File: src/hdl/sfifo_pkg.sv
// Shared constants and types of the slave FIFO port
`default_nettype none
package sfifo_pkg;
   localparam int DATA_W = 16;
   localparam int THREADS = 4;
   localparam int THREAD_W = 2;
   localparam int ADDR_W = 5;
   localparam int FIFO_DEPTH = 4;
   localparam int LVL_W = 3;
   localparam logic [LVL_W-1:0] FULL_LEVEL = 3'h4;
   localparam logic [LVL_W-1:0] PARTIAL_LEVEL = 3'h2;
   localparam int CLK_PERIOD_NS = 50;
   // Socket switching delay in clock cycles, anywhere from 2 to 68
   localparam int SOCKET_SWITCH_CYCLES = 8;
   // Counter runs down to zero and one more edge returns to ready
   localparam logic [6:0] SOCKET_SWITCH_LOAD = 7'(SOCKET_SWITCH_CYCLES - 1);

   typedef enum logic [1:0] {FLAG_EMPTY, FLAG_FULL, FLAG_PARTIAL} flag_kind_e;
   typedef enum logic {SW_READY, SW_WAIT} sw_state_e;

   typedef struct packed {
      logic [1:0] cs_sy;
      logic [1:0] rd_sy;
      logic [1:0] wr_sy;
      logic [1:0] pk_sy;
      logic [1:0] oe_sy;
      logic [1:0] sw_sy;
      logic [1:0][ADDR_W-1:0] sel_sy;
      logic [1:0][DATA_W-1:0] dat_sy;
      logic rd_prev;
      logic wr_prev;
      logic pk_prev;
      logic sw_prev;
      logic [DATA_W-1:0] d_hold;
      logic pk_hold;
      logic [THREAD_W-1:0] cur_thread;
      logic [DATA_W-1:0] data_p1;
      logic [DATA_W-1:0] data_out;
      logic oe_n;
      logic [1:0] flag_p1;
      logic [1:0] flag_out;
      sw_state_e sw_state;
      logic [6:0] sw_cnt;
      logic [THREAD_W-1:0] socket;
      logic atr;
      logic hold_v;
      logic [THREAD_W-1:0] hold_t;
      logic [DATA_W-1:0] hold_d;
      logic tx_ready;
      logic rx_v;
      logic rx_last;
      logic [THREAD_W-1:0] rx_t;
      logic [DATA_W-1:0] rx_d;
      logic zlp_v;
      logic [THREAD_W-1:0] zlp_t;
   } port_state_s;

   localparam port_state_s PORT_RESET = '{
      cs_sy: 2'h3, rd_sy: 2'h3, wr_sy: 2'h3, pk_sy: 2'h3, oe_sy: 2'h3, sw_sy: 2'h3,
      rd_prev: 1'h1, wr_prev: 1'h1, pk_prev: 1'h1, sw_prev: 1'h1, oe_n: 1'h1,
      sw_state: SW_READY, default: '0};
endpackage
`default_nettype wire

File: src/hdl/word_fifo.sv
// Word FIFO with valid/ready on both sides and a fill level
`default_nettype none
module word_fifo #(
   parameter int WIDTH = 17,
   parameter int DEPTH = 4
) (
   // Clock and reset
   input wire logic core_clk,
   input wire logic nrst,
   // Fill side
   input wire logic in_valid,
   input wire logic [WIDTH-1:0] in_data,
   output logic in_ready,
   // Drain side
   output logic out_valid,
   output logic [WIDTH-1:0] out_data,
   input wire logic out_ready,
   // Fill level
   output logic [$clog2(DEPTH+1)-1:0] level
);
   localparam int PTR_W = $clog2(DEPTH);
   localparam int CNT_W = $clog2(DEPTH + 1);

   typedef struct packed {
      logic [DEPTH-1:0][WIDTH-1:0] mem;
      logic [PTR_W-1:0] wr_ptr;
      logic [PTR_W-1:0] rd_ptr;
      logic [CNT_W-1:0] count;
   } fifo_state_s;

   fifo_state_s s_reg;
   fifo_state_s s_next;
   logic push;
   logic pop;

   function automatic logic [PTR_W-1:0] ptr_inc(input logic [PTR_W-1:0] p);
      ptr_inc = (p == PTR_W'(DEPTH - 1)) ? '0 : p + 1'b1;
   endfunction

   assign in_ready = (s_reg.count != CNT_W'(DEPTH));
   assign out_valid = (s_reg.count != '0);
   assign out_data = s_reg.mem[s_reg.rd_ptr];
   assign level = s_reg.count;
   assign push = in_valid && in_ready;
   assign pop = out_valid && out_ready;

   always_comb
   begin
      s_next = s_reg;
      if (push)
      begin
         s_next.mem[s_reg.wr_ptr] = in_data;
         s_next.wr_ptr = ptr_inc(s_reg.wr_ptr);
      end
      if (pop)
         s_next.rd_ptr = ptr_inc(s_reg.rd_ptr);
      case ({push, pop})
         2'b10: s_next.count = s_reg.count + 1'b1;
         2'b01: s_next.count = s_reg.count - 1'b1;
         default: s_next.count = s_reg.count;
      endcase
   end

   always_ff @(posedge core_clk)
   begin
      if (!nrst)
         s_reg <= '0;
      else
         s_reg <= s_next;
   end
endmodule
`default_nettype wire

File: src/hdl/slave_fifo_port.sv
// Slave FIFO parallel port: master pins, per-thread FIFOs, flags, core streams
`default_nettype none
module slave_fifo_port
   import sfifo_pkg::*;
(
   // Clock and reset
   input wire logic core_clk,
   input wire logic nrst,
   // Mode straps
   input wire logic sync_mode,
   input wire logic addr_5bit_mode,
   input wire logic [THREADS-1:0] thread_is_producer,
   // Flag configuration
   input wire logic [1:0] flag_a_kind,
   input wire logic flag_a_current,
   input wire logic [THREAD_W-1:0] flag_a_thread,
   input wire logic [1:0] flag_b_kind,
   input wire logic flag_b_current,
   input wire logic [THREAD_W-1:0] flag_b_thread,
   // Master pins
   input wire logic fifo_select_n,
   input wire logic bus_drive_enable_n,
   input wire logic fifo_read_strobe_n,
   input wire logic fifo_write_strobe_n,
   input wire logic packet_commit_n,
   input wire logic socket_change_strobe_n,
   input wire logic [ADDR_W-1:0] fifo_select_lines,
   input wire logic [DATA_W-1:0] data_in,
   output logic [DATA_W-1:0] data_out,
   output logic data_oe_n,
   output logic flag_a,
   output logic flag_b,
   output logic active_thread_ready,
   // Core stream into consumer threads
   input wire logic core_tx_valid,
   input wire logic [THREAD_W-1:0] core_tx_thread,
   input wire logic [DATA_W-1:0] core_tx_data,
   output logic core_tx_ready,
   // Core stream out of producer threads
   input wire logic [THREAD_W-1:0] core_rx_pick,
   input wire logic core_rx_ready,
   output logic core_rx_valid,
   output logic [THREAD_W-1:0] core_rx_thread,
   output logic [DATA_W-1:0] core_rx_data,
   output logic core_rx_last,
   output logic zlp_valid,
   output logic [THREAD_W-1:0] zlp_thread
);
   localparam int SSD_LO = 2;
   localparam int SSD_HI = 68;

   port_state_s s_reg;
   port_state_s s_next;

   logic [THREADS-1:0] f_in_valid;
   logic [THREADS-1:0] f_in_ready;
   logic [THREADS-1:0] f_out_valid;
   logic [THREADS-1:0] f_out_ready;
   logic [THREADS-1:0][DATA_W:0] f_in_data;
   logic [THREADS-1:0][DATA_W:0] f_out_data;
   logic [THREADS-1:0][LVL_W-1:0] f_level;

   ////////////////////////////////////////////////////////////////////////////////
   // Pin view: in synchronous mode the master shares core_clk, so pins are used
   // as sampled; in asynchronous mode only the second synchroniser stage is read.
   // Async strobes must stay in each state for at least two core clocks.
   wire logic cs_e = sync_mode ? fifo_select_n : s_reg.cs_sy[1];
   wire logic rd_e = sync_mode ? fifo_read_strobe_n : s_reg.rd_sy[1];
   wire logic wr_e = sync_mode ? fifo_write_strobe_n : s_reg.wr_sy[1];
   wire logic pk_e = sync_mode ? packet_commit_n : s_reg.pk_sy[1];
   wire logic oe_e = sync_mode ? bus_drive_enable_n : s_reg.oe_sy[1];
   wire logic sw_e = sync_mode ? socket_change_strobe_n : s_reg.sw_sy[1];
   wire logic [ADDR_W-1:0] sel_e = sync_mode ? fifo_select_lines : s_reg.sel_sy[1];

   // Pointer events
   wire logic pop_ev = !cs_e && (sync_mode ? !rd_e : (rd_e && !s_reg.rd_prev));
   wire logic push_ev = !cs_e && (sync_mode ? !wr_e : (wr_e && !s_reg.wr_prev));
   // Async data is taken from the last sample with the strobe still low,
   // since the hold time after the rising strobe is far below one clock
   wire logic [DATA_W-1:0] push_data = sync_mode ? data_in : s_reg.d_hold;
   wire logic push_last = sync_mode ? !pk_e : s_reg.pk_hold;
   wire logic zlp_ev = !cs_e && !pk_e && s_reg.pk_prev && wr_e;
   wire logic sw_accept = addr_5bit_mode && !cs_e && !sw_e && s_reg.sw_prev &&
      (s_reg.sw_state == SW_READY);
   wire logic rx_take = !s_reg.rx_v || core_rx_ready;
   wire logic [DATA_W-1:0] head_cur = f_out_data[s_reg.cur_thread][DATA_W-1:0];
   wire logic [LVL_W-1:0] level_cur = f_level[s_reg.cur_thread];

   function automatic logic flag_eval(input logic [1:0] kind, input logic current,
      input logic [THREAD_W-1:0] fixed);
      logic [LVL_W-1:0] lv;
      lv = f_level[current ? s_reg.cur_thread : fixed];
      case (flag_kind_e'(kind))
         FLAG_EMPTY: flag_eval = (lv == '0);
         FLAG_FULL: flag_eval = (lv == FULL_LEVEL);
         FLAG_PARTIAL: flag_eval = (lv >= PARTIAL_LEVEL);
         default: flag_eval = 1'b0;
      endcase
   endfunction

   wire logic [1:0] flag_raw = {flag_eval(flag_b_kind, flag_b_current, flag_b_thread),
      flag_eval(flag_a_kind, flag_a_current, flag_a_thread)};

   ////////////////////////////////////////////////////////////////////////////////
   // Per-thread FIFOs: producers fill from the pins, consumers from the core
   for (genvar j = 0; j < THREADS; j++)
   begin : g_thr
      assign f_in_valid[j] = thread_is_producer[j] ?
         (push_ev && s_reg.cur_thread == THREAD_W'(j)) :
         (s_reg.hold_v && s_reg.hold_t == THREAD_W'(j));
      assign f_in_data[j] = thread_is_producer[j] ? {push_last, push_data} :
         {1'b0, s_reg.hold_d};
      assign f_out_ready[j] = thread_is_producer[j] ?
         (rx_take && core_rx_pick == THREAD_W'(j)) :
         (pop_ev && s_reg.cur_thread == THREAD_W'(j));

      word_fifo #(
         .WIDTH(DATA_W + 1),
         .DEPTH(FIFO_DEPTH)
      ) u_fifo (
         .core_clk(core_clk),
         .nrst(nrst),
         .in_valid(f_in_valid[j]),
         .in_data(f_in_data[j]),
         .in_ready(f_in_ready[j]),
         .out_valid(f_out_valid[j]),
         .out_data(f_out_data[j]),
         .out_ready(f_out_ready[j]),
         .level(f_level[j])
      );
   end

   ////////////////////////////////////////////////////////////////////////////////
   // Next state
   always_comb
   begin
      s_next = s_reg;
      s_next.cs_sy = {s_reg.cs_sy[0], fifo_select_n};
      s_next.rd_sy = {s_reg.rd_sy[0], fifo_read_strobe_n};
      s_next.wr_sy = {s_reg.wr_sy[0], fifo_write_strobe_n};
      s_next.pk_sy = {s_reg.pk_sy[0], packet_commit_n};
      s_next.oe_sy = {s_reg.oe_sy[0], bus_drive_enable_n};
      s_next.sw_sy = {s_reg.sw_sy[0], socket_change_strobe_n};
      s_next.sel_sy = {s_reg.sel_sy[0], fifo_select_lines};
      s_next.dat_sy = {s_reg.dat_sy[0], data_in};
      s_next.rd_prev = rd_e;
      s_next.wr_prev = wr_e;
      s_next.pk_prev = pk_e;
      s_next.sw_prev = sw_e;
      if (!wr_e)
      begin
         s_next.d_hold = s_reg.dat_sy[1];
         s_next.pk_hold = !pk_e;
      end

      // Socket switching, 5-bit variant only
      case (s_reg.sw_state)
         SW_READY:
            if (sw_accept)
            begin
               s_next.sw_state = SW_WAIT;
               s_next.sw_cnt = SOCKET_SWITCH_LOAD;
               s_next.socket = sel_e[THREAD_W-1:0];
            end
         SW_WAIT:
            if (s_reg.sw_cnt == 7'h00)
               s_next.sw_state = SW_READY;
            else
               s_next.sw_cnt = s_reg.sw_cnt - 7'h01;
         default: s_next.sw_state = SW_READY;
      endcase
      if (!addr_5bit_mode)
         s_next.sw_state = SW_READY;
      s_next.cur_thread = addr_5bit_mode ? s_next.socket : sel_e[THREAD_W-1:0];
      s_next.atr = (s_next.sw_state == SW_READY) &&
         (thread_is_producer[s_next.cur_thread] ? f_in_ready[s_next.cur_thread] :
         f_out_valid[s_next.cur_thread]);

      // Data and flags: two stages after the thread register
      s_next.data_p1 = head_cur;
      s_next.data_out = s_reg.data_p1;
      s_next.oe_n = oe_e;
      s_next.flag_p1 = flag_raw;
      s_next.flag_out = s_reg.flag_p1;

      // Core words wait in a holding slot until their consumer FIFO has room;
      // words aimed at a producer thread are dropped instead of stalling
      if (s_reg.hold_v && (f_in_ready[s_reg.hold_t] || thread_is_producer[s_reg.hold_t]))
         s_next.hold_v = 1'b0;
      if (s_reg.tx_ready && core_tx_valid)
      begin
         s_next.hold_v = 1'b1;
         s_next.hold_t = core_tx_thread;
         s_next.hold_d = core_tx_data;
      end
      s_next.tx_ready = !s_next.hold_v;

      // Producer words out to the core, with their commit mark
      if (rx_take)
      begin
         s_next.rx_v = f_out_valid[core_rx_pick] && thread_is_producer[core_rx_pick];
         s_next.rx_t = core_rx_pick;
         s_next.rx_d = f_out_data[core_rx_pick][DATA_W-1:0];
         s_next.rx_last = f_out_data[core_rx_pick][DATA_W];
      end

      s_next.zlp_v = zlp_ev;
      if (zlp_ev)
         s_next.zlp_t = s_reg.cur_thread;
   end

   always_ff @(posedge core_clk)
   begin
      if (!nrst)
         s_reg <= PORT_RESET;
      else
         s_reg <= s_next;
   end

   assign data_out = s_reg.data_out;
   assign data_oe_n = s_reg.oe_n;
   assign flag_a = s_reg.flag_out[0];
   assign flag_b = s_reg.flag_out[1];
   assign active_thread_ready = s_reg.atr;
   assign core_tx_ready = s_reg.tx_ready;
   assign core_rx_valid = s_reg.rx_v;
   assign core_rx_thread = s_reg.rx_t;
   assign core_rx_data = s_reg.rx_d;
   assign core_rx_last = s_reg.rx_last;
   assign zlp_valid = s_reg.zlp_v;
   assign zlp_thread = s_reg.zlp_t;
endmodule
`default_nettype wire

File: config.mk
export PLATFORM = sky130hd
export DESIGN_NAME = slave_fifo_port
export DESIGN_NICKNAME = d
export VERILOG_FILES = /design/src/hdl/sfifo_pkg.sv /design/src/hdl/word_fifo.sv /design/src/hdl/slave_fifo_port.sv
export SDC_FILE = /design/constraint.sdc
export NUM_CORES = 1
export LEC_CHECK = 0
export BUFFER_PORTS_ARGS = -buffer_cell sky130_fd_sc_hd__buf_2
export CORE_MARGIN = 2
export CORE_UTILIZATION = 40
export CTS_CLUSTER_SIZE = 14
export DETAILED_ROUTE_END_ITERATION = 7
export SKIP_LAST_GASP = 1
export SYNTH_ARGS = -nofsm -noshare
export SYNTH_HDL_FRONTEND = slang
export SYNTH_SLANG_ARGS = --single-unit
File: constraint.sdc
create_clock -name core_clk -period 2.7 [get_ports core_clk]
set_input_delay 0.27 -clock core_clk [delete_from_list [all_inputs] [get_ports core_clk]]
set_output_delay 0.27 -clock core_clk [all_outputs]
set_load 0.05 [all_outputs]
## Yosys cells after proc, flatten, opt, wreduce, memory -nomap -nowiden

Cells that the tools add are included.

- Add/subtract/negate cells: 17
- Order comparisons: 20
- Equal/unequal tests: 37
- Mux-type cells: 91
- Bitwise gates (word level): 2
- Reductions and logical operators: 71

Operators with widths:

| cell | number |
|---|---|
| bitwise mux 68 bit | 4 |
| two-way mux 17 bit | 13 |
| binary-select mux 17 bit (select 2 bit) | 6 |
| demux 17 bit (select 2 bit) | 4 |
| logical AND 1 bit | 43 |
| less-than comparator 2 x 3 -> 1 bit, second input constant | 14 |
| == test 2 bit, second input constant | 20 |
| two-way mux 16 bit | 2 |
| two-way mux 1 bit | 28 |
| two-way mux 2 bit | 13 |
| one-hot mux 3 bit (2 select lines) | 4 |
| two-way mux 19 bit | 1 |
| == test 2 x 1 -> 1 bit, second input constant | 9 |
| adder 2 x 1 -> 2 bit, second input constant | 8 |
| one-hot mux 8 bit (2 select lines) | 1 |
| binary-select mux 1 bit (select 2 bit) | 7 |
| adder 3 x 1 -> 3 bit, second input constant | 4 |
| binary-select mux 3 bit (select 2 bit) | 2 |
| != test 3 bit, second input constant | 4 |
| nonzero test 3 bit | 4 |
| subtractor 3 x 1 -> 3 bit, second input constant | 4 |
| logical NOT 2 bit | 5 |
| two-way mux 10 bit | 1 |
| logical NOT 1 bit | 9 |
| other kinds (14) | 28 |

- Register bits: 462
- Input port bits: 67
- Output and inout bits: 44

## Longest topological paths before layout

Gate-level depths: netlist of the first run.

- Depth in word-level cells: 13
- Gate-level depth with buffers: 11
- Mapped depth without buffers: 10

## Modules after synthesis

A second synthesis of the first run with hierarchy kept.

- Cells, all modules: 2117
- Area, all modules: 21082.7 um^2

By module, submodules not included:

| module | times used | cells an instance | area each (um^2) |
|---|---|---|---|
| word_fifo | 4 | 317 | 3379.5 |
| slave_fifo_port | 1 | 849 | 7564.8 |

## Worst setup path after synthesis of the first run

Ideal clock, no wire load.

- Kind: reg2reg
- From: reg s_reg[92] in the netlist's numbering
- To: reg g_thr[3].u_fifo.s_reg, in the netlist g_thr[3].u_fifo.level[2]
- Arrival: 2759 ps
- Setup slack: -129 ps
- Cell stages (with the launch flop): 11
- Path buffers: 2
- Clock period less this slack: 2829 ps
- Path through: dfxtp_1 > clkbuf_1 > buf_1 > o2111ai_1 > a21oi_1 > ha_1 > inv_1 > fa_1 > xor2_1 > or3_1 > a21oi_1

- Longest elaborated chain between the ends: 6
- Elaborated cells on any way between the ends: 11
- Those cells by class: eq/ne: 3; mux: 3; reduce/logical: 5

Ends and longest elaborated chain:

| item | line | RTL |
|---|---|---|
| start, declared | slave_fifo_port.sv:52 | `port_state_s s_reg;` |
| start signal, assigned | slave_fifo_port.sv:217 | `s_reg <= s_next;` |
| == test 2 bit * | slave_fifo_port.sv:115 | `(pop_ev && s_reg.cur_thread == THREAD_W'(j));` |
| logical AND 1 bit * | slave_fifo_port.sv:115 |  |
| two-way mux 1 bit * | slave_fifo_port.sv:113 | `assign f_out_ready[j] = thread_is_producer[j] ?` |
| logical AND 1 bit * | word_fifo.sv:45 | `assign pop = out_valid && out_ready;` |
| net g_thr[3].u_fifo.pop | word_fifo.sv:34 | `logic pop;` |
| == test 2 x 1 -> 1 bit / == test 2 bit (equally long branches) | word_fifo.sv:57 | `case ({push, pop})` |
| one-hot mux 3 bit (2 select lines) / nonzero test 2 bit (equally long branches) | n/a |  |
| end signal, assigned | word_fifo.sv:69 | `s_reg <= s_next;` |
| end, declared | word_fifo.sv:31 | `fifo_state_s s_reg;` |

The timed path passes the listed nets; every way through them passes the cells marked *.
A chain may end at the register's enable or synchronous reset.

## Worst setup path after layout of the first run

- From: in fifo_write_strobe_n
- To: reg g_thr[0].u_fifo.s_reg, in the netlist g_thr[0].u_fifo.level[2]

- Longest elaborated chain between the ends: 9
- Elaborated cells on any way between the ends: 12
- Those cells by class: eq/ne: 2; mux: 4; reduce/logical: 6

Ends and longest elaborated chain:

| item | line | RTL |
|---|---|---|
| start, declared | slave_fifo_port.sv:24 | `input wire logic fifo_write_strobe_n,` |
| two-way mux 1 bit * | slave_fifo_port.sv:69 | `wire logic wr_e = sync_mode ? fifo_write_strobe_n : s_reg.wr_sy[1];` |
| logical AND 1 bit / logical NOT 1 bit (equally long branches) | n/a |  |
| two-way mux 1 bit * | slave_fifo_port.sv:77 | `wire logic push_ev = !cs_e && (sync_mode ? !wr_e : (wr_e && !s_reg.wr_prev));` |
| logical AND 1 bit * | slave_fifo_port.sv:77 |  |
| logical AND 1 bit * | slave_fifo_port.sv:109 | `(push_ev && s_reg.cur_thread == THREAD_W'(j)) :` |
| two-way mux 1 bit * | slave_fifo_port.sv:108 | `assign f_in_valid[j] = thread_is_producer[j] ?` |
| logical AND 1 bit * | word_fifo.sv:44 | `assign push = in_valid && in_ready;` |
| == test 2 x 1 -> 1 bit / == test 2 bit (equally long branches) | word_fifo.sv:57 |  |
| one-hot mux 3 bit (2 select lines) / nonzero test 2 bit (equally long branches) | n/a |  |
| end signal, assigned | word_fifo.sv:69 |  |
| end, declared | word_fifo.sv:31 |  |

Mark *: on every way between the ends. The rest lies on a longest branch, timed or not.

==> impl_results.md, run 1 <==
- CTS buffer count: 49
- Via density: 5.264
- DP HPWL: 37.40 mm
- Placed cells: 2,701
- TritonCTS clock tree: yes
- Commonest cells in the netlist: dfxtp_1 (462), nor2_1 (393), mux2i_1 (321)
- Gpl congestion: 0.8309
- Antenna violations before repair: 0
- Detailed router's first-iteration violation count: 1,070
- Clk sink count: 462
- Core area: 50,270 um^2
- Crit Path Max Fanout: 4
- Routed WL: 54.23 mm
- Final core utilization: 47.10%
- Critical R2R Launch: s_reg[167]
- EDFF count, synth: 0
- Placement Setup Slack: -20.54 ps
- Die X: 229.9 um
- First-pass GRT wire length: 83.97 mm
- Cell count of the worst hold path: 3
- Tot GR Track Use: 20.43%
- Total grt overflow: 0
- Synthesized area per cell: 10.19 um^2
- Power per standard cell area: 612.7 nW/um^2
- Die area: 52,830 um^2
- Outcome: finished, final reports clean
- Setup TNS: 0 ps
- Final WS setup: 154.4 ps
- Share of cells above drive strength 1: 18.13%
- # Post-CTS Setup Buffers: 0
- Area post-placement: 21,690 um^2
- Number of global-route vias before repair: 14.44k
- Port buffer count: 107
- Req. time, crit path: 3220 ps
- Measured slew at the worst slew-check pin: 622.3 ps
- Worst Skew: 17.64 ps
- Post-synth top flop: dfxtp_1
- DRC: 0
- Post-synth top area share: 45.33%
- CP startpoint kind: primary input
- Clock Tree Buf Depth: 3
- RSZ-0062 raised after global routing: false
- Die H: 229.9 um
- Layout area overhead: 16.06%
- Critical path type: primary input to flop
- Worst rel slew slack: 58.51%
- Rows: 82
- Nets: 2,221
- Post-synth ARST share: 0%
- Min Clock Period, post-route: 2546 ps
- Initial Utilization: 40.58%
- DR WL/cell: 19.16 um
- Most common cell in the synthesized netlist: dfxtp_1
- Area leader, netlist: dfxtp_1
- Root Buffer: clkbuf_16
- Worst Hold Launch: flag_b_kind[0]
- Signal arrival time at the worst endpoint: 3060 ps
- Routed Antenna Nets: 0
- Fmax: 392.8 MHz
- Max Slew Vio Count: 0
- CP startpoint: fifo_write_strobe_n
- Max_cap viols: 0
- HP Class: primary input to flop
- Post-synthesis sequential area ratio: 45.33%
- Max FFs per register: 288
- Leak: 11.01 nW
- Number of hold violations in the final report: 0
- Syn Inst Count: 2,003
- Flops & latches, synth: 462
- Period utilization: 94.28%
- H-tree depth: 2
- Largest net degree at the start of global routing: 93
- Synth Cell Area: 20,400 um^2
- Synth cell types: 50
- Syn nets: 2,100
- Clock latency on the worst-skew pair: 590 ps
- Total number of vias: 14.90k
- # IOs: 111
- Pre-antenna DRT Iters: 5
- Endpoint class of the critical path: flop
- Reg2reg path depth: 10
- Reg clk slew, reported paths: 60 ps
- Post-route design area: 23,680 um^2
- Final non-filler cell total: 2,830
- Synthesis Warnings: 0
- Largest cells by area after synthesis: dfxtp_1 (45%), mux2i_1 (16%), mux4_2 (12%)
- Worst vdd ir: 467.3 uV
- # setup viols final: 0
## report_power, final
part	total, mW	switching, mW	internal [mW]	leakage [nW]
clock	6.55	2.71	3.83	0.760
combinational	0.980	0.616	0.364	6.51
sequential	6.98	0.0713	6.91	3.74
total	14.5	3.40	11.1	11.0
## worst max-delay path: stages
cell and delay [ps]:
dlygate4sd3_1 540, buf_2 150, or3b_1 450, a2111oi_4 420, o21a_1 210, inv_1 50, ha_1 200, inv_1 80
fa_1 180, xor2_1 70, or3_1 310, a21oi_1 150
## layout by cell type (no fill, tap or decap), types with 17 or more instances in the layout
master and n:
a21oi_1 126, and2_1 77, buf_2 106, buf_4 89, clkbuf_16 51, dfxtp_1 461, dlygate4sd3_1 44, ha_1 26
inv_1 31, mux2i_1 321, mux4_2 106, nand2_1 130, nand3_1 21, nor2_1 393, o211ai_1 17
## repair_timing
action	in CTS	in global routing
hold buffers	44	0
setup endpoints to repair	0	2
endpoints found under the hold margin	49	0
gates resized for setup	0	1
## path summary, 6_finish.rpt
check / endpoint / slack (ps)
min: s_next[55] / 50
max reg2reg: g_thr[0].u_fifo.level[2] / 160
min reg2reg: s_reg[161] / 410
max: g_thr[0].u_fifo.level[2] / 150
## kinds of logic (layout without fill, tap and decap cells)
kind of cell | Yosys count | count (layout) | share of synthesized area [%]
and+or+nand+nor | 682 | 682 | 14.55
muxes | 432 | 432 | 27.72
adders and majority gates | 30 | 30 | 1.987
buffers and inverters | 207 | 361 | 4.906
other | 0 | 1 | 0
AOI/OAI and AO/OA | 172 | 172 | 4.728
DFF | 462 | 462 | 45.33
xor gates and xnor gates | 18 | 18 | 0.7727
## routing by layer
metal	vias to the layer above	global-route usage, %	part of all wire, %
met1	7332	27.32	45
met3	81	3.088	5.1
met5	-	0	0
met4	0	7.258	3.4
li1	7093	-	-
met2	391	33.61	47
## metrics by stage
step	power (mW)	hold WS, ps
finish	14.51	47.36
global route	15.05	61.51
CTS	14.69	3.526
detailed placement	8.053	395.5
global placement	8.037	391.6
floorplan	7.703	371.5
## layout make-up
type,instances,area (um^2)
Clock inverter,10,110.1
Sequential cell,462,9250
Multi-Input combinational cell,1334,10160
Tap cell,672,840.8
Inverter,32,127.6
Antenna cell,1,2.502
Clock buffer,74,1433
Fill cell,4612,26590
Timing Repair Buffer,245,1759
Power figures use the tool's default switching activity.
==> run 2: changes to the inputs <==
--- a/config.mk
+++ b/config.mk
@@ -7,9 +7,10 @@
 export LEC_CHECK = 0
 export BUFFER_PORTS_ARGS = -buffer_cell sky130_fd_sc_hd__buf_2
 export CORE_MARGIN = 2
-export CORE_UTILIZATION = 40
+export CORE_UTILIZATION = 59
 export CTS_CLUSTER_SIZE = 14
 export DETAILED_ROUTE_END_ITERATION = 7
+export PLACE_DENSITY = 0.77
 export SKIP_LAST_GASP = 1
 export SYNTH_ARGS = -nofsm -noshare
 export SYNTH_HDL_FRONTEND = slang
==> constraint.sdc (replaced) <==
create_clock -name core_clk -period 2.9 [get_ports core_clk]
set_input_delay 0.29 -clock core_clk [delete_from_list [all_inputs] [get_ports core_clk]]
set_output_delay 0.29 -clock core_clk [all_outputs]
set_load 0.05 [all_outputs]
==> run 2 against run 1 <==
  * Hold slack lost 29 ps
  * Sequential share of layout area grew 1.1 points
  * Largest power group unchanged
  * Sequential power shrank 7.0%
==> impl_results.md, run 2 (synthesized netlist as in run 1, its figures left out) <==
- Outcome: finished, final reports clean
- Placed cells: 2,451 (-9.3%)
- Flop-to-flop setup slack: 240 ps (+80 ps)
- Die X: 190.0 um (-17%)
- # IOs: 111 (unchanged)
- Max_cap viols: 0 (unchanged)
- Share of cells above drive strength 1: 17.08% (-1.0 points)
- Worst Skew: 14.41 ps (-3.224 ps)
- Max Slew Vio Count: 0 (unchanged)
- H-tree depth: 2 (unchanged)
- Signal arrival time at the worst endpoint: 3140 ps (+80 ps)
- Layout area overhead: 12.88%
- Req. time, crit path: 3380 ps (+160 ps)
- Sw frac: 23.08% (-0.36 points)
- Reg2reg end: g_thr[1].u_fifo.level[2]
- Period utilization: 91.84%
- Min Clock Period, post-route: 2663 ps
- Worst Hold Launch: core_tx_data[15]
- Clock latency on the worst-skew pair: 560 ps (-30 ps)
- Die area: 36,080 um^2 (-32%)
- DRC: 0 (unchanged)
- Total grt overflow: 0 (unchanged)
- Critical R2R Launch: s_reg[91]
- Worst rel slew slack: 35.00% (-24 points)
- Port buffer count: 107 (unchanged)
- CP startpoint kind: flop
- Critical path type: flop to flop
- Core area: 34,290 um^2 (-32%)
- Clk sink count: 462 (unchanged)
- Routed WL: 51.31 mm (-5.4%)
- Most common cell after layout, fill and taps aside: dfxtp_1
- Measured slew at the worst slew-check pin: 975.0 ps (+352.7 ps)
- Max FFs per register: 288 (unchanged)
- Detailed router's first-iteration violation count: 1,169 (+9.3%)
- Total number of vias: 15.03k (+0.91%)
- Cts repair resizes: 0 (unchanged)
- Die H: 190.0 um (-17%)
- Clock share of power: 44.4% (-0.7 points)
- Crit-path slowest cell: dfxtp_1
- Buf/Inv on CP: 2 (-2)
- Worst Hold Endpoint: s_reg[39]
- Endpoint class of the critical path: flop
- Worst path cell trace: nor3b_1 > o21ai_0 > a21o_1 > inv_1 > ha_1 > inv_1 > fa_1 > xor2_1 > or3_1 > a21oi_1
- Number of global-route vias before repair: 15.03k (+4.1%)
- RSZ-0062 raised after global routing: false
- Gpl congestion: 0.8560 (+3.0%)
- Crit Path Max Fanout: 12 (+8)
- Critical Path Most Common Cell: inv_1
- # setup viols final: 0 (unchanged)
- Initial Utilization: 59.51% (+19 points)
- NetSw: 3.058 mW (-10%)
- Fmax: 375.5 MHz
- Pre-antenna DRT Iters: 6 (+1)
- Tot GR Track Use: 28.61% (+8.2 points)
- Crit path largest cell delay: 680 ps (+140 ps)
- First-pass GRT wire length: 80.90 mm (-3.7%)
- Worst vdd ir: 415.7 uV (-11%)
- CTS buffer count: 46 (-6.1%)
- Cell count of the worst hold path: 3 (unchanged)
- Antenna diode count: 0 (-1)
- Leak: 10.81 nW (-1.8%)
- Largest net degree at the start of global routing: 128 (+38%)
- TritonCTS clock tree: yes
- Rows: 68 (-17%)
- Reg clk slew, reported paths: 60 ps (about the same)
- Delay-heaviest family, CP: flip-flops
- Cell Int Power: 10.19 mW (-8.3%)
- Flop pwr share: 49.0% (+0.9 points)
- Root Buffer: clkbuf_16
- Antenna violations before repair: 1 (+1)
- Setup TNS: 0 ps (unchanged)
- Most frequent cells in the layout: dfxtp_1 (462), nor2_1 (393), mux2i_1 (321)
- DP HPWL: 34.10 mm (-8.8%)
- Worst Hold Slack: 18.77 ps (-28.59 ps)
- Via density: 5.840 (+11%)
- Clock Tree Buf Depth: 3 (unchanged)
- HP Class: primary input to flop
- Reg2reg path depth: 10 (unchanged)
- Routed Antenna Nets: 0 (unchanged)
- Nets: 2,181 (-1.8%)
- Power per standard cell area: 575.2 nW/um^2 (-6.1%)
- Final non-filler cell total: 2,574 (-9.0%)
- DR WL/cell: 19.94 um (+4.0%)
- Comb pwr share: 6.6% (-0.2 points)
- Number of hold violations in the final report: 0 (unchanged)
run 2: worst max path at each step:
stage                          from                  endpoint  slack, ps  depth (start not counted)
after floorplan           s_reg[92]  g_thr[3].u_fifo.level[2]         70                         10
after global placement    sync_mode  g_thr[0].u_fifo.level[2]        230                         11
after detailed placement  sync_mode  g_thr[0].u_fifo.level[2]        200                         11
after CTS                 s_reg[91]  g_thr[1].u_fifo.level[2]        250                         10
after global routing      s_reg[91]  g_thr[1].u_fifo.level[2]         50                         10
final                     s_reg[91]  g_thr[1].u_fifo.level[2]        240                         10
run 2: what timing repair did:
action / 4_1_cts / 5_1_grt
setup endpoints to repair: 0 / 0
buffers inserted: 0 / 0
hold buffers: 39 / 1
hold endpoints to repair: 41 / 1
run 2: area by class of cell:
class / instances / area, um^2
fill: 2510 / 11260
sequential: 462 / 9249
clock inverter: 14 / 101.3
multi-input combinational: 1334 / 10150
timing repair buffer: 208 / 1419
tap: 455 / 569.3
inverter: 32 / 127.6
clock buffer: 69 / 1411
run 2: power by group through the flow:
stage | combinational [mW] | sequential, mW | clock, mW
3_3_place_gp | 0.789 | 6.63 | 0
6_report | 0.869 | 6.49 | 5.88
4_1_cts | 0.859 | 6.49 | 5.93
5_1_grt | 0.936 | 6.50 | 6.23
2_1_floorplan | 0.546 | 6.62 | 0
3_5_place_dp | 0.809 | 6.63 | 0
run 2: tightest hold or removal path: cells and delay by family:
kind                   cells  cell delay (ps)
buffers and inverters      1              110
AO/OA/AOI/OAI              1               60
AND/OR/NAND/NOR            1               60
run 2: metal layers:
layer  track usage (%)  up-vias  part of all wire, %
met5                 0        -                0.029
met4             13.98        2                  4.9
met3             4.390      146                  6.2
met2             49.69      597                   49
met1             34.75     7276                   40
li1                  -     7012                    -
run 2: through the flow:
stage                     setup WS (ps)  power [mW]  util (%)  area, um^2
after floorplan                   70.55       7.171         -       20400
after global placement            227.4       7.416     61.59       21120
after detailed placement          202.0       7.439     61.59       21120
after CTS                         251.2       13.28     67.14       23020
after global routing              53.05       13.67     67.17       23030
final                             236.8       13.25     67.17       23030
==> run 3: changes to the inputs <==
--- a/config.mk
+++ b/config.mk
@@ -10,8 +10,10 @@
 export CORE_UTILIZATION = 59
 export CTS_CLUSTER_SIZE = 14
 export DETAILED_ROUTE_END_ITERATION = 7
+export MAX_ROUTING_LAYER = met4
 export PLACE_DENSITY = 0.77
 export SKIP_LAST_GASP = 1
 export SYNTH_ARGS = -nofsm -noshare
 export SYNTH_HDL_FRONTEND = slang
+export SYNTH_HIERARCHICAL = 1
 export SYNTH_SLANG_ARGS = --single-unit
==> run 3 against run 2 <==
  * Core utilization is 0.54 points lower
  * Critical path type unchanged
  * Register-to-register slack worse by 110 ps
  * Combinational power grew 8.9%
  * Highest routed layer is now met4
==> impl_results.md, run 3 <==
- Initial Utilization: 59.56% (about the same)
- Reg clk slew, reported paths: 70 ps (about the same)
- Gpl congestion: 0.8847 (+3.4%)
- CTS buffer count: 46 (unchanged)
- # setup viols final: 0 (unchanged)
- Area leader, netlist: dfxtp_1
- Endpoint class of the critical path: flop
- Share of cells above drive strength 1: 17.44% (+0.35 points)
- Worst rel slew slack: 37.46% (+2.5 points)
- Flops & latches, synth: 462 (unchanged)
- Measured slew at the worst slew-check pin: 935.8 ps (-39.13 ps)
- Clock latency on the worst-skew pair: 560 ps (about the same)
- Most common cell after layout, fill and taps aside: nand2_1
- Detailed router's first-iteration violation count: 1,436 (+23%)
- Number of global-route vias before repair: 15.98k (+6.4%)
- Commonest cells in the netlist: nand2_1 (485), dfxtp_1 (462), mux2i_1 (304)
- Routed Antenna Nets: 0 (unchanged)
- Flop-to-flop setup slack: 130 ps (-110 ps)
- Max_cap viols: 0 (unchanged)
- Largest net degree at the start of global routing: 125 (-2.3%)
- Die H: 193.0 um (+1.6%)
- Grt met3 use: 4.525% (+0.13 points)
- Total grt overflow: 0 (unchanged)
- DR WL/cell: 21.44 um (+7.5%)
- Pre-antenna DRT Iters: 7 (+1)
- Reg2reg path depth: 10 (unchanged)
- Tot GR Track Use: 31.48% (+2.9 points)
- Signal arrival time at the worst endpoint: 3260 ps (+120 ps)
- TritonCTS clock tree: yes
- Antenna violations before repair: 0 (-1)
- CP startpoint kind: flop
- DP HPWL: 38.36 mm (+12%)
- Max Slew Vio Count: 0 (unchanged)
- Max FFs per register: 288 (unchanged)
- Req. time, crit path: 3390 ps (about the same)
- HP Class: primary input to flop
- Design Power: 13.63 mW (+2.9%)
- Synth cell types: 49 (-2.0%)
- Total number of vias: 15.91k (+5.9%)
- Rows: 69 (+1.5%)
- Final core utilization: 66.62% (-0.54 points)
- H-tree depth: 2 (unchanged)
- First-pass GRT wire length: 87.31 mm (+7.9%)
- Nets: 2,273 (+4.2%)
- Cell count of the worst hold path: 3 (unchanged)
- Synthesized area per cell: 9.959 um^2 (-2.2%)
- Outcome: finished, final reports clean
- # IOs: 111 (unchanged)
- Most common cell in the synthesized netlist: nand2_1
- Clk sink count: 462 (unchanged)
- Via density: 5.962 (+2.1%)
- Number of hold violations in the final report: 0 (unchanged)
- Post-synthesis sequential area ratio: 43.87% (-1.5 points)
- Die X: 193.0 um (+1.6%)
- Largest cells by area after synthesis: dfxtp_1 (44%), mux2i_1 (14%), mux4_2 (11%)
- Clock Tree Buf Depth: 3 (unchanged)
- Antenna diode count: 0 (unchanged)
- Met1 usage: 37.67% (+2.9 points)
- Core area: 35,400 um^2 (+3.2%)
- Most frequent cells in the layout: nand2_1 (485), dfxtp_1 (462), mux2i_1 (303)
- Root Buffer: clkbuf_16
- Die area: 37,260 um^2 (+3.3%)
- Synth Cell Area: 21,080 um^2 (+3.3%)
- Critical path type: flop to flop
- Routed WL: 57.21 mm (+11%)
- Syn Inst Count: 2,117 (+5.7%)
- Syn nets: 2,214 (+5.4%)
- Post-synth top flop: dfxtp_1
- Period utilization: 95.52% (+3.7 points)
- Leak: 8.533 nW (-21%)
- Post-synth top area share: 43.87% (-1.5 points)
- EDFF count, synth: 0 (unchanged)
- Layout area overhead: 11.86%
- GR peak layer: met2
- DRC: 0 (unchanged)
- Fmax: 361.0 MHz (-3.9%)
- Port buffer count: 107 (unchanged)
- Power per standard cell area: 577.9 nW/um^2 (+0.47%)
- Worst Skew: 15.09 ps (+0.6709 ps)
- Worst vdd ir: 566.6 uV (+36%)
- Synthesis Warnings: 6 (+6)
- Post-synth ARST share: 0% (unchanged)
- Min Clock Period, post-route: 2770 ps (+106.7 ps)
- Met2 usage: 50.77% (+1.1 points)
- Crit Path Max Fanout: 5 (-7)
## run 3: layout make-up
cell class              instances  area [um^2]
well taps                     461        576.8
inverters                      36        135.1
fillers                      2591        11810
flip-flops and latches        462         9249
clock buffers                  70         1385
clock inverters                10        182.7
repair buffers                211         1471
multi-input cells            1419        10580
## run 3: report_power, final
part | total (mW) | switching (mW) | internal (mW)
Combinational | 0.946 | 0.613 | 0.333
Sequential | 6.49 | 0.0612 | 6.43
Clock | 6.19 | 2.46 | 3.72
## run 3: critical path: stages (launching register included)
cell and delay (ps):
dfxtp_1 550, inv_1 210, o41ai_1 450, o31ai_1 160, inv_1 80, ha_1 170, inv_1 70, fa_1 380
xor2_1 160, or3_1 310, a21boi_0 160
## run 3: through the flow
| stage | std cells | hold slack, ps | area, um^2 | worst slack [ps] | setup TNS [ps] |
|---|---|---|---|---|---|
| after floorplan | 2117 | 386.3 | 21080 | 14.28 | 0 |
| after global placement | 2545 | 390.2 | 21500 | 45.86 | 0 |
| after detailed placement | 2545 | 393.3 | 21500 | -46.37 | -96.55 |
| after CTS | 2668 | 3.321 | 23500 | 2.787 | 0 |
| after global routing | 2669 | 30.66 | 23580 | -4.377 | -4.377 |
| final | 2669 | 35.52 | 23580 | 130.0 | 0 |
## run 3: routing by layer
metal / share of wire, % / wire length [um]
met1: 39 / 22440
met3: 7.2 / 4128
met2: 47 / 27060
met5: 0 / 0
met4: 6.3 / 3582
## run 3: cells by family (layout without fill, tap and decap cells)
kind of cell | after synthesis | count (layout) | synth area share [%]
compound gates | 196 | 196 | 5.169
xor+xnor | 14 | 14 | 0.5816
fa+ha+maj | 30 | 30 | 1.923
buf+inv | 236 | 327 | 6.309
flops | 462 | 462 | 43.87
mux | 414 | 414 | 25.92
simple gates | 765 | 765 | 16.23
## run 3: path summary, 6_finish.rpt
path                          from                        to
setup / recovery         s_reg[91]  g_thr[1].u_fifo/level[2]
hold / removal    core_tx_data[15]                 s_reg[39]
setup reg to reg         s_reg[91]  g_thr[1].u_fifo/level[2]
hold reg to reg        s_next[165]                s_reg[165]
## run 3: timing repair
action,CTS,global route
gates resized for setup,0,16
hold buffers,43,0
endpoints found under the hold margin,44,0
setup buffers,0,1
setup endpoints to repair,0,9
